--- src/pkg/lom_pkg.sv ---
package lom_pkg;

	////////////////////////////////////////////////////////////////////////
	// register offsets
	localparam logic [6:0] LOM_OFS_LDAC_TO_LEFT = 7'h52;
	localparam logic [6:0] LOM_OFS_SECOND_RIGHT_LINE_INPUT_TO_LEFT = 7'h53;
	localparam logic [6:0] LOM_OFS_RAMP_TO_LEFT = 7'h54;
	localparam logic [6:0] LOM_OFS_RDAC_TO_LEFT = 7'h55;
	localparam logic [6:0] LOM_OFS_LEFT_LEVEL = 7'h56;
	localparam logic [6:0] LOM_OFS_SECOND_LEFT_LINE_INPUT_TO_RIGHT = 7'h57;
	localparam logic [6:0] LOM_OFS_LAMP_TO_RIGHT = 7'h58;
	localparam logic [6:0] LOM_OFS_LDAC_TO_RIGHT = 7'h59;

	////////////////////////////////////////////////////////////////////////
	// widths
	localparam int LOM_ADDR_W = 7;
	localparam int LOM_DATA_W = 8;
	localparam int LOM_VOL_W = 7;
	localparam int LOM_LEVEL_W = 4;
	localparam int LOM_NUM_PATHS = 7;

	////////////////////////////////////////////////////////////////////////
	// field positions
	localparam int LOM_ROUTE_EN_BIT = 7;
	localparam int LOM_VOL_LSB = 0;
	localparam int LOM_LEVEL_LSB = 4;
	localparam int LOM_UNMUTE_BIT = 3;
	localparam int LOM_RSVD_BIT = 2;
	localparam int LOM_PENDING_BIT = 1;
	localparam int LOM_POWERED_BIT = 0;

	////////////////////////////////////////////////////////////////////////
	// reset values
	localparam logic LOM_ROUTE_EN_RST = 1'h0;
	localparam logic [6:0] LOM_VOL_RST = 7'h00;
	localparam logic [3:0] LOM_LEVEL_RST = 4'h0;
	localparam logic LOM_UNMUTE_RST = 1'h0;
	localparam logic LOM_RSVD_VAL = 1'h0;
	localparam logic LOM_PENDING_RST = 1'h1;
	localparam logic LOM_POWERED_RST = 1'h0;
	localparam logic [7:0] LOM_UNMAPPED_RD = 8'h00;

	// highest level code that is defined, 9 dB
	localparam logic [3:0] LOM_LEVEL_MAX = 4'h9;

endpackage : lom_pkg

--- src/core/lom_regs.sv ---
`timescale 1ns/10ps
// Functional notes
// - bit 7 of the left-dac-path-to-left-line-output register routes that path to the left line output when 1.
// - bit 7 of the second-right-line-input-to-left register connects that input to the left line output when 1.
// - bit 7 of the right-input-amplifier-to-left register routes that amplifier to the left line output when 1.
// - bit 7 of the right-dac-path-to-left register enables that path when 1 and disables it when 0.
// - bit 7 of the second-left-line-input-to-right register connects that input to the right line output when 1.
// - bit 7 of the left-input-amplifier-to-right register routes that amplifier to the right line output when 1.
// - bit 7 of the left-dac-path-to-right register enables that path to the right line output when 1.
// - bits 6..0 of each routing register are a read/write volume code, zero at reset, driven to the gain stage.
// - bits 7..4 of the left level register are a read/write level code, zero at reset, 1 dB per step up to 9 dB.
// - bit 3 of the left level register mutes the output when 0 (reset) and unmutes it when 1.
// - bit 2 of the left level register is reserved, reads 0, and software does not write it.
// - bit 1 of the left level register is read-only, 1 while a programmed gain is still pending, 0 once applied.
// - bit 0 of the left level register is read-only, 0 until the driver is fully powered, then 1.

module lom_regs
	import lom_pkg::*;
#(
	parameter int NUM_PATHS = LOM_NUM_PATHS
) (
	input wire logic clk_in,
	input wire logic arst_n_in,
	input wire logic ce_in,
	input wire logic [LOM_ADDR_W-1:0] reg_addr_in,
	input wire logic reg_wr_en_in,
	input wire logic [LOM_DATA_W-1:0] reg_wr_data_in,
	input wire logic reg_rd_en_in,
	output logic [LOM_DATA_W-1:0] reg_rd_data_out,
	output logic reg_rd_valid_out,
	output logic reg_addr_hit_out,
	input wire logic left_gain_pending_in,
	input wire logic left_powered_in,
	output logic left_dac_path_to_left_en_out,
	output logic [LOM_VOL_W-1:0] left_dac_path_to_left_vol_out,
	output logic second_right_line_input_to_left_en_out,
	output logic [LOM_VOL_W-1:0] second_right_line_input_to_left_vol_out,
	output logic right_input_amplifier_to_left_en_out,
	output logic [LOM_VOL_W-1:0] right_input_amplifier_to_left_vol_out,
	output logic right_dac_path_to_left_en_out,
	output logic [LOM_VOL_W-1:0] right_dac_path_to_left_vol_out,
	output logic second_left_line_input_to_right_en_out,
	output logic [LOM_VOL_W-1:0] second_left_line_input_to_right_vol_out,
	output logic left_input_amplifier_to_right_en_out,
	output logic [LOM_VOL_W-1:0] left_input_amplifier_to_right_vol_out,
	output logic left_dac_path_to_right_en_out,
	output logic [LOM_VOL_W-1:0] left_dac_path_to_right_vol_out,
	output logic [LOM_LEVEL_W-1:0] left_line_output_level_out,
	output logic left_line_output_unmute_out,
	output logic left_line_output_level_valid_out
);

	////////////////////////////////////////////////////////////////////////
	// address decode

	// path index order: left-side paths first, then right-side paths
	logic [NUM_PATHS-1:0] path_sel;
	logic level_sel;
	logic any_sel;

	always_comb begin
		path_sel = '0;
		level_sel = 1'b0;
		if (reg_addr_in == LOM_OFS_LDAC_TO_LEFT) begin
			path_sel[0] = 1'b1;
		end else if (reg_addr_in == LOM_OFS_SECOND_RIGHT_LINE_INPUT_TO_LEFT) begin
			path_sel[1] = 1'b1;
		end else if (reg_addr_in == LOM_OFS_RAMP_TO_LEFT) begin
			path_sel[2] = 1'b1;
		end else if (reg_addr_in == LOM_OFS_RDAC_TO_LEFT) begin
			path_sel[3] = 1'b1;
		end else if (reg_addr_in == LOM_OFS_LEFT_LEVEL) begin
			level_sel = 1'b1;
		end else if (reg_addr_in == LOM_OFS_SECOND_LEFT_LINE_INPUT_TO_RIGHT) begin
			path_sel[4] = 1'b1;
		end else if (reg_addr_in == LOM_OFS_LAMP_TO_RIGHT) begin
			path_sel[5] = 1'b1;
		end else if (reg_addr_in == LOM_OFS_LDAC_TO_RIGHT) begin
			path_sel[6] = 1'b1;
		end
	end

	assign any_sel = (|path_sel) | level_sel;
	assign reg_addr_hit_out = any_sel;

	////////////////////////////////////////////////////////////////////////
	// routing registers, one per source path

	// one element per path, so each generate process drives its own variable
	logic route_en [NUM_PATHS];
	logic [LOM_VOL_W-1:0] route_vol [NUM_PATHS];

	for (genvar p = 0; p < NUM_PATHS; p++) begin : g_path
		always_ff @(posedge clk_in or negedge arst_n_in) begin
			if (!arst_n_in) begin
				route_en[p] <= LOM_ROUTE_EN_RST;
				route_vol[p] <= LOM_VOL_RST;
			end else if (ce_in && reg_wr_en_in && path_sel[p]) begin
				route_en[p] <= reg_wr_data_in[LOM_ROUTE_EN_BIT];
				route_vol[p] <= reg_wr_data_in[LOM_VOL_LSB +: LOM_VOL_W];
			end
		end
	end

	////////////////////////////////////////////////////////////////////////
	// left line output level control

	logic [LOM_LEVEL_W-1:0] left_level;
	logic left_unmute;

	// the code is stored as written; reserved codes are the writer's to avoid, so no clamping here
	always_ff @(posedge clk_in or negedge arst_n_in) begin
		if (!arst_n_in) begin
			left_level <= LOM_LEVEL_RST;
			left_unmute <= LOM_UNMUTE_RST;
		end else if (ce_in && reg_wr_en_in && level_sel) begin
			left_level <= reg_wr_data_in[LOM_LEVEL_LSB +: LOM_LEVEL_W];
			left_unmute <= reg_wr_data_in[LOM_UNMUTE_BIT];
		end
	end

	////////////////////////////////////////////////////////////////////////
	// status sampled from the analog stage

	// a register stage keeps read data stable against a slow analog edge
	logic left_pending;
	logic left_powered;

	always_ff @(posedge clk_in or negedge arst_n_in) begin
		if (!arst_n_in) begin
			left_pending <= LOM_PENDING_RST;
			left_powered <= LOM_POWERED_RST;
		end else if (ce_in) begin
			left_pending <= left_gain_pending_in;
			left_powered <= left_powered_in;
		end
	end

	////////////////////////////////////////////////////////////////////////
	// read path

	logic [LOM_DATA_W-1:0] next_rd_data;
	logic [LOM_DATA_W-1:0] level_word;

	always_comb begin
		level_word = '0;
		level_word[LOM_LEVEL_LSB +: LOM_LEVEL_W] = left_level;
		level_word[LOM_UNMUTE_BIT] = left_unmute;
		level_word[LOM_RSVD_BIT] = LOM_RSVD_VAL;
		level_word[LOM_PENDING_BIT] = left_pending;
		level_word[LOM_POWERED_BIT] = left_powered;
	end

	always_comb begin
		next_rd_data = LOM_UNMAPPED_RD;
		if (level_sel) begin
			next_rd_data = level_word;
		end else begin
			for (int p = 0; p < NUM_PATHS; p++) begin
				if (path_sel[p]) begin
					next_rd_data = {route_en[p], route_vol[p]};
				end
			end
		end
	end

	always_ff @(posedge clk_in or negedge arst_n_in) begin
		if (!arst_n_in) begin
			reg_rd_data_out <= LOM_UNMAPPED_RD;
		end else if (ce_in && reg_rd_en_in) begin
			reg_rd_data_out <= next_rd_data;
		end
	end

	always_ff @(posedge clk_in or negedge arst_n_in) begin
		if (!arst_n_in) begin
			reg_rd_valid_out <= 1'b0;
		end else if (ce_in) begin
			reg_rd_valid_out <= reg_rd_en_in;
		end
	end

	////////////////////////////////////////////////////////////////////////
	// analog-side outputs, straight from the registers except the level-valid flag, which compares the level code

	assign left_dac_path_to_left_en_out = route_en[0];
	assign left_dac_path_to_left_vol_out = route_vol[0];
	assign second_right_line_input_to_left_en_out = route_en[1];
	assign second_right_line_input_to_left_vol_out = route_vol[1];
	assign right_input_amplifier_to_left_en_out = route_en[2];
	assign right_input_amplifier_to_left_vol_out = route_vol[2];
	assign right_dac_path_to_left_en_out = route_en[3];
	assign right_dac_path_to_left_vol_out = route_vol[3];
	assign second_left_line_input_to_right_en_out = route_en[4];
	assign second_left_line_input_to_right_vol_out = route_vol[4];
	assign left_input_amplifier_to_right_en_out = route_en[5];
	assign left_input_amplifier_to_right_vol_out = route_vol[5];
	assign left_dac_path_to_right_en_out = route_en[6];
	assign left_dac_path_to_right_vol_out = route_vol[6];
	assign left_line_output_level_out = left_level;
	assign left_line_output_unmute_out = left_unmute;
	// flags a reserved code so the analog side can hold its last good gain
	assign left_line_output_level_valid_out = (left_level <= LOM_LEVEL_MAX);

endmodule : lom_regs

--- config.mk ---
export PLATFORM = sky130hd
export DESIGN_NAME = lom_regs
export DESIGN_NICKNAME = d
export VERILOG_FILES = /design/src/pkg/lom_pkg.sv /design/src/core/lom_regs.sv
export SDC_FILE = /design/constraint.sdc
export NUM_CORES = 1
export LEC_CHECK = 0
export ABC_CLOCK_PERIOD_IN_PS = 1500
export BUFFER_PORTS_ARGS = -buffer_cell sky130_fd_sc_hd__buf_2
export CAP_MARGIN = 10
export CORE_ASPECT_RATIO = 1.1
export CORE_MARGIN = 8
export CORE_UTILIZATION = 30
export DETAILED_ROUTE_END_ITERATION = 6
export PLACE_DENSITY = 0.51
export SYNTH_ARGS = -nofsm -noshare
export SYNTH_HDL_FRONTEND = slang
export SYNTH_SLANG_ARGS = --single-unit
--- constraint.sdc ---
create_clock -name clk_in -period 1.5 [get_ports clk_in]
set_input_delay 0.3 -clock clk_in [delete_from_list [all_inputs] [get_ports clk_in]]
set_output_delay 0.3 -clock clk_in [all_outputs]
set_load 0.005 [all_outputs]
# Word-level counts from Yosys, hierarchy flattened
# Cells that the tools add are included.
# Widths: inputs -> output; s select.
[word_totals]
reg_bits = 72
inputBits = 22
output_inout_bits = 72
word_cells = 68
[op_classes]
order_cmp = 1
eq_ne = 8
n_mux = 27
bitwise_logic = 1
n_reduce_logical = 11
[ops]
columns = ["cell", "n"]
rows = [
  ["$mux 8", 8],
  ["$eq 7x7->1 const B", 8],
  ["$mux 1", 13],
  ["$logic_and 1x1->1", 10],
  ["$reduce_or 7->1", 1],
  ["$mux 3", 2],
  ["$mux 6", 1],
  ["$mux 5", 1],
  ["$le 4x4->1 const B", 1],
  ["$mux 4", 1],
  ["$mux 2", 1],
  ["$or 1x1->1", 1],
]

# Logic depth before layout (Yosys ltp)
[depth]
ltp_word = 16
ltp_mapped = 7
mapped_depth_nobuf = 5

# Least setup slack after synthesis
# Ideal clock, no wire load.
[synth_path]
kind = "in2reg"
start = "input port reg_addr_in[5]"
end = "register reg_rd_data_out[6]"
setup_time_ns = 0.074
arrival_time_ns = 1.704
t_required_ns = 1.426
path_slack_ns = -0.278
stages = 6
n_path_buf = 1
path_cell_list = "or3b_1 > buf_6 > nor4b_4 > a221oi_2 > o31a_1 > o21ai_2"
[synth_via]
elab_chain_cells = 11
word_cells_on_any_way = 35
cone_classes = "8 x eq/ne; 27 x mux"
[synth_lines]
columns = ["element", "line_no", "rtl"]
rows = [
  ["from (decl)", "lom_regs.sv:25", "input wire logic [LOM_ADDR_W-1:0] reg_addr_in,"],
  ["$eq 7x7->1, on equally long branches", "lom_regs.sv:74, lom_regs.sv:76, lom_regs.sv:78", ""],
  ["$mux 1, on equally long branches", "lom_regs.sv:74, lom_regs.sv:76, lom_regs.sv:78", ""],
  ["$mux 3, or another cell as far along", "lom_regs.sv:72", "end else if (reg_addr_in == LOM_OFS_LEFT_LEVEL) begin"],
  ["$mux 3, or another cell as far along", "lom_regs.sv:70", "end else if (reg_addr_in == LOM_OFS_RDAC_TO_LEFT) begin"],
  ["$mux 4, or another cell as far along", "lom_regs.sv:68", "end else if (reg_addr_in == LOM_OFS_RAMP_TO_LEFT) begin"],
  ["$mux 5, or another cell as far along", "lom_regs.sv:66", "end else if (reg_addr_in == LOM_OFS_SECOND_RIGHT_LINE_INPUT_TO_LEFT) begin"],
  ["$mux 6, or another cell as far along", "lom_regs.sv:64", "if (reg_addr_in == LOM_OFS_LDAC_TO_LEFT) begin"],
  ["$mux 8, or another cell as far along", "lom_regs.sv:160", "if (path_sel[p]) begin"],
  ["$mux 8 or $mux 6 (tied branches)", "lom_regs.sv:160, lom_regs.sv:64", ""],
  ["$mux 8", "lom_regs.sv:160", ""],
  ["$mux 8 (*)", "lom_regs.sv:156", "if (level_sel) begin"],
  ["to (signal assigned)", "lom_regs.sv:171", "reg_rd_data_out <= next_rd_data;"],
  ["to (decl)", "lom_regs.sv:29", "output logic [LOM_DATA_W-1:0] reg_rd_data_out,"],
]
# Every way passes the cells marked *; elsewhere a longest branch is shown, timed or not.
# A chain may end at the register's enable or synchronous reset.

# Worst setup path after layout
[layout_path]
start = "input port reg_addr_in[3]"
end = "register reg_rd_data_out[4]"
# The elaborated chain is that of the path after synthesis.

==> results summary <==
The post-detailed-route DRC marker count came out at 0. Data arrives at the worst endpoint at between 1500 and 2000 ps. The parity-gate share of the synthesized area counting xor and xnor cells is less than 1%.

The endpoint required time on the critical path came out at about 1800 ps. The antenna diode count came out at 0. The final worst hold slack is -21.0 ps. For the worst flop-to-flop path, the logic depth is 5. For this run, the top clock speed supported by timing is 675 MHz.

The number of placed I/O pins came out at 94. The worst setup path is of the input pin to register kind. Setup repair after global routing could not meet its margin everywhere. The worst-case clock skew is a little over 8 ps. The worst setup path is launched from an input pin.

The type of the tightest min-delay check is input pin to async pin. The height of the chip came out at 129 um. Counting every instance in the synthesized netlist gives 283. The synthesized netlist devotes between 10% and 20% of its cell area to simple gates. The number of levels the H-tree was split into is 3. The number of nets in the synthesized netlist is around 310. The combined area of all synthesized cells came out at 3460 um2. The iteration-0 DRC count of the detailed router came out at slightly above 90. The total global routing track utilization is approximately 15%. The average vias per placed instance came out at ~5.0. The number of setup violations in the final report came out at 0. The filler cells instantiated in the layout total about 1100. The clock root buffer is sky130_fd_sc_hd__clkbuf_16.

The worst setup path is captured at a register. The clock transition at the register clock pins on the worst setup and hold paths after CTS came out at 60 ps. The number of distinct standard cells referenced by the synthesized netlist came out at 40.

No sink is reached through more buffers than the 2 on the longest clock path. The area enclosed by the die boundary is 15200 um2. Summing the areas of all fa, ha and maj instances in the mapped netlist gives 0% of the synthesized area. The area inside the core boundary is 11400 um2.

The total non-filler cell area in the finished layout came out at 4960 um2. Of all nets on the critical path, the largest fanout is 8. In this run the core area contains 41 standard-cell rows. The power per unit of standard cell area came out at roughly 1000 nW/um2. The number of warnings reported in the yosys synthesis log is 0. The number of nets in the final layout came out at approximately 440. The routed wire length is approximately 11000 um. The number of buffers and inverters on the critical path is 2. In this run the tightest slew margin relative to its limit is between 70 and 80%. The kind of cell with the highest combined delay along the critical path is simple AND/OR/NAND/NOR gates.

The largest stage delay on the critical path is roughly 400 ps. The horizontal extent of the die is between 100 and 150 um. The synthesized flop and latch total came out at 72. Clock tree synthesis found a total of 72 sinks.

Entering global routing, the biggest net connects 73 pins. The initial antenna violation count is 0. Once detail routing completed, the nets flagged for antenna violations numbered 0. The worst ir drop on vdd is 0.541 mV.

The first TritonRoute pass finished after 4 iterations. The mux cell area share after synthesis came out at 20.5%. A synthesized cell averages roughly 12 um2. The logic depth of the worst setup path including buffers is 7. The clock period minus worst slack came out at 1480 ps. The slowest stage of the critical path belongs to the cell sky130_fd_sc_hd__or3b_4. The count of vias placed by the detailed router is between 2000 and 3000. The standard cell area after detailed placement came out at between 4000 and 5000 um2. The critical path goes through buf_8 -> or3b_4 -> nor4b_4 -> buf_6 -> a221oi_1 -> o22a_1 -> o21ai_2. The number of maximum-capacitance violations is 0. The via count of the first global-routing pass is roughly 3000. The clock tree from TritonCTS is yes. The number of hold violations in the final report came to 25. Summed over all nets, the half-perimeter wirelength after detailed placement is 8740 um. Clock tree synthesis inserted a total of 9 buffers. The count of buffers from port buffering is 93. By area, the combinational part of the netlist is dominated by multiplexers. The final reports fail on hold timing. The cell leakage power is approximately 2.5 nW.

The starting utilization of the core area is 30.4%. The synthesized netlist devotes between 10 and 15% of its cell area to compound gates. The global-route congestion overflow total came out at 0. The post-route fraction of the period consumed by the critical path came out at a little over nine tenths. Relative to the synthesized area, the layout overhead comes to 43.1%. The flow ran to the end, but the final reports show violations.

At the end of routability-driven placement, the weighted congestion stood at between 0.8 and 0.9. The clock reaches the later pin of the worst-skew pair after approximately 340 ps. The number of max-slew violations in the final report came out at 0. Sequential cells were found to cover roughly 52% of the synthesized design area. The first global-routing pass estimated about 18000 um of wire.

Cells with a size suffix above 1 make up 55.6% of the layout. At the pin with the least slew margin, the transition time is just over 400 ps. The average wire per standard cell is 19.6 um. The post-route total power is approximately 0.0051 W.
==> timing repair <==
item / in CTS / in global routing
gates resized for setup: 1 / 15
endpoints found under the setup margin: 1 / 16
endpoints found under the hold margin: 0 / 0
hold buffers: 0 / 0
pin swaps: 0 / 9
setup buffers: 0 / 1
cloned: 0 / 0
==> per-stage QoR <==
step | hold slack (ps) | instances | worst slack (ps) | setup TNS [ps] | utilization (%)
after CTS | 11.5 | 569 | 6.66 | 0 | 42.9
after detailed placement | 366 | 553 | -340 | -14510 | 39.9
after global placement | 358 | 553 | -303 | -14290 | 39.9
final | -21.0 | 569 | 17.7 | 0 | 43.5
after global routing | 26.2 | 569 | -61.3 | -515 | 43.5
after floorplan | 4.41 | 283 | -258 | -3700 | -
==> cell families after synthesis <==
group,Yosys count
DFF,72
AOI/OAI and AO/OA,70
muxes,63
and+or+nand+nor,63
buffers and inverters,14
xor gates and xnor gates,1
==> per-layer routing <==
metal	global-route usage [%]	wire, um	up-vias
li1	-	-	1348
met2	24.4	5270	74
met5	0	0	-
met4	6.70	157	0
met1	18.8	5070	1422
met3	4.07	664	10
==> report_power, final <==
group | internal [W] | switching (W)
sequential | 0.00204 | 0.0000876
combinational | 0.000235 | 0.000243
clock | 0.00163 | 0.000837
==> state kept, by name, indices dropped and copies added (netlist names) <==
signal                                   cells
left_line_output_level_out                   4
right_input_amplifier_to_left_en_out         1
left_input_amplifier_to_right_vol_out        7
left_dac_path_to_left_en_out                 1
second_left_line_input_to_right_en_out       1
right_dac_path_to_left_en_out                1
left_dac_path_to_right_vol_out               7
left_dac_path_to_right_en_out                1
left_dac_path_to_left_vol_out                7
left_input_amplifier_to_right_en_out         1
second_right_line_input_to_left_vol_out      7
reg_rd_valid_out                             1
reg_rd_data_out                              8
second_right_line_input_to_left_en_out       1
right_input_amplifier_to_left_vol_out        7
second_left_line_input_to_right_vol_out      7
left_line_output_unmute_out                  1
right_dac_path_to_left_vol_out               7
left_powered                                 1
left_pending                                 1
==> synth_stat cells (all sizes together) <==
master	number	area, um2
a211oi	8	60.1
a21oi	17	85.1
a221oi	8	76.3
a31oi	1	6.26
a41oi	1	8.76
and2	3	18.8
and2b	1	7.51
and3	7	43.8
and4bb	2	25.0
buf	5	28.8
clkbuf	7	26.3
dfrtp	71	1780
dfstp	1	26.3
inv	2	7.51
mux2	63	709
nand2	8	30.0
nand2b	4	25.0
nand3	6	30.0
nand3b	10	75.1
nand4	1	6.26
nor2	8	35.0
nor2b	7	43.8
nor3	2	10.0
nor4	2	18.8
nor4b	1	23.8
o211a	3	30.0
o21ai	19	98.8
o21bai	1	7.51
o22a	5	43.8
o31a	1	8.76
o32ai	6	52.6
or3b	1	8.76
xor2	1	8.76
==> placed cells by master (no fill, tap or decap), types with 2 or more instances in the layout <==
cell / n
sky130_fd_sc_hd__buf_2: 90
sky130_fd_sc_hd__dfrtp_1: 71
sky130_fd_sc_hd__mux2_2: 54
sky130_fd_sc_hd__buf_4: 29
sky130_fd_sc_hd__a21oi_1: 17
sky130_fd_sc_hd__o21ai_0: 12
sky130_fd_sc_hd__nand3b_1: 10
sky130_fd_sc_hd__mux2_4: 9
sky130_fd_sc_hd__clkbuf_16: 9
sky130_fd_sc_hd__a211oi_1: 8
sky130_fd_sc_hd__buf_12: 8
sky130_fd_sc_hd__nor2b_1: 7
sky130_fd_sc_hd__nand2_1: 7
sky130_fd_sc_hd__and3_1: 7
sky130_fd_sc_hd__o32ai_1: 6
sky130_fd_sc_hd__a221oi_1: 5
sky130_fd_sc_hd__nand3_1: 5
sky130_fd_sc_hd__o22a_1: 5
sky130_fd_sc_hd__o21ai_2: 4
sky130_fd_sc_hd__buf_6: 4
sky130_fd_sc_hd__nor2_1: 3
sky130_fd_sc_hd__and2_1: 3
sky130_fd_sc_hd__nand2b_1: 3
sky130_fd_sc_hd__nor2_2: 3
sky130_fd_sc_hd__o211a_1: 3
sky130_fd_sc_hd__o21ai_1: 3
sky130_fd_sc_hd__bufinv_16: 3
sky130_fd_sc_hd__and4bb_2: 2
sky130_fd_sc_hd__nor3_1: 2
sky130_fd_sc_hd__nor4_4: 2
sky130_fd_sc_hd__nor2_4: 2
sky130_fd_sc_hd__a221oi_2: 2
==> worst paths after layout <==
kind	start	end	slack, ps
max in group asynchronous	arst_n_in	right_dac_path_to_left_vol_out[3]	1180
max	reg_addr_in[3]	reg_rd_data_out[4]	20
min in group clk_in	left_powered_in	left_powered	190
max reg2reg	second_right_line_input_to_left_vol_out[5]	reg_rd_data_out[5]	200
min reg2reg	reg_rd_data_out[2]	reg_rd_data_out[2]	480
min	arst_n_in	left_dac_path_to_right_vol_out[6]	-20
==> worst register-to-register path: stages (launching register included) <==
cell,delay (ps)
sky130_fd_sc_hd__dfrtp_1,360
sky130_fd_sc_hd__nand3b_1,80
sky130_fd_sc_hd__a211oi_1,370
sky130_fd_sc_hd__a221oi_4,60
sky130_fd_sc_hd__o22a_1,230
sky130_fd_sc_hd__o21ai_1,140
==> final cells by class <==
cell class / count / area (um2) / area share, %
multi-input combinational: 197 / 1730 / 34.8
inverter: 2 / 7.51 / 0.151
sequential: 72 / 1800 / 36.4
clock inverter: 6 / 115 / 2.32
clock buffer: 10 / 229 / 4.62
tap: 150 / 188 / 3.79
timing repair buffer: 132 / 888 / 17.9
No activity file was read; power rests on OpenSTA's default activity.
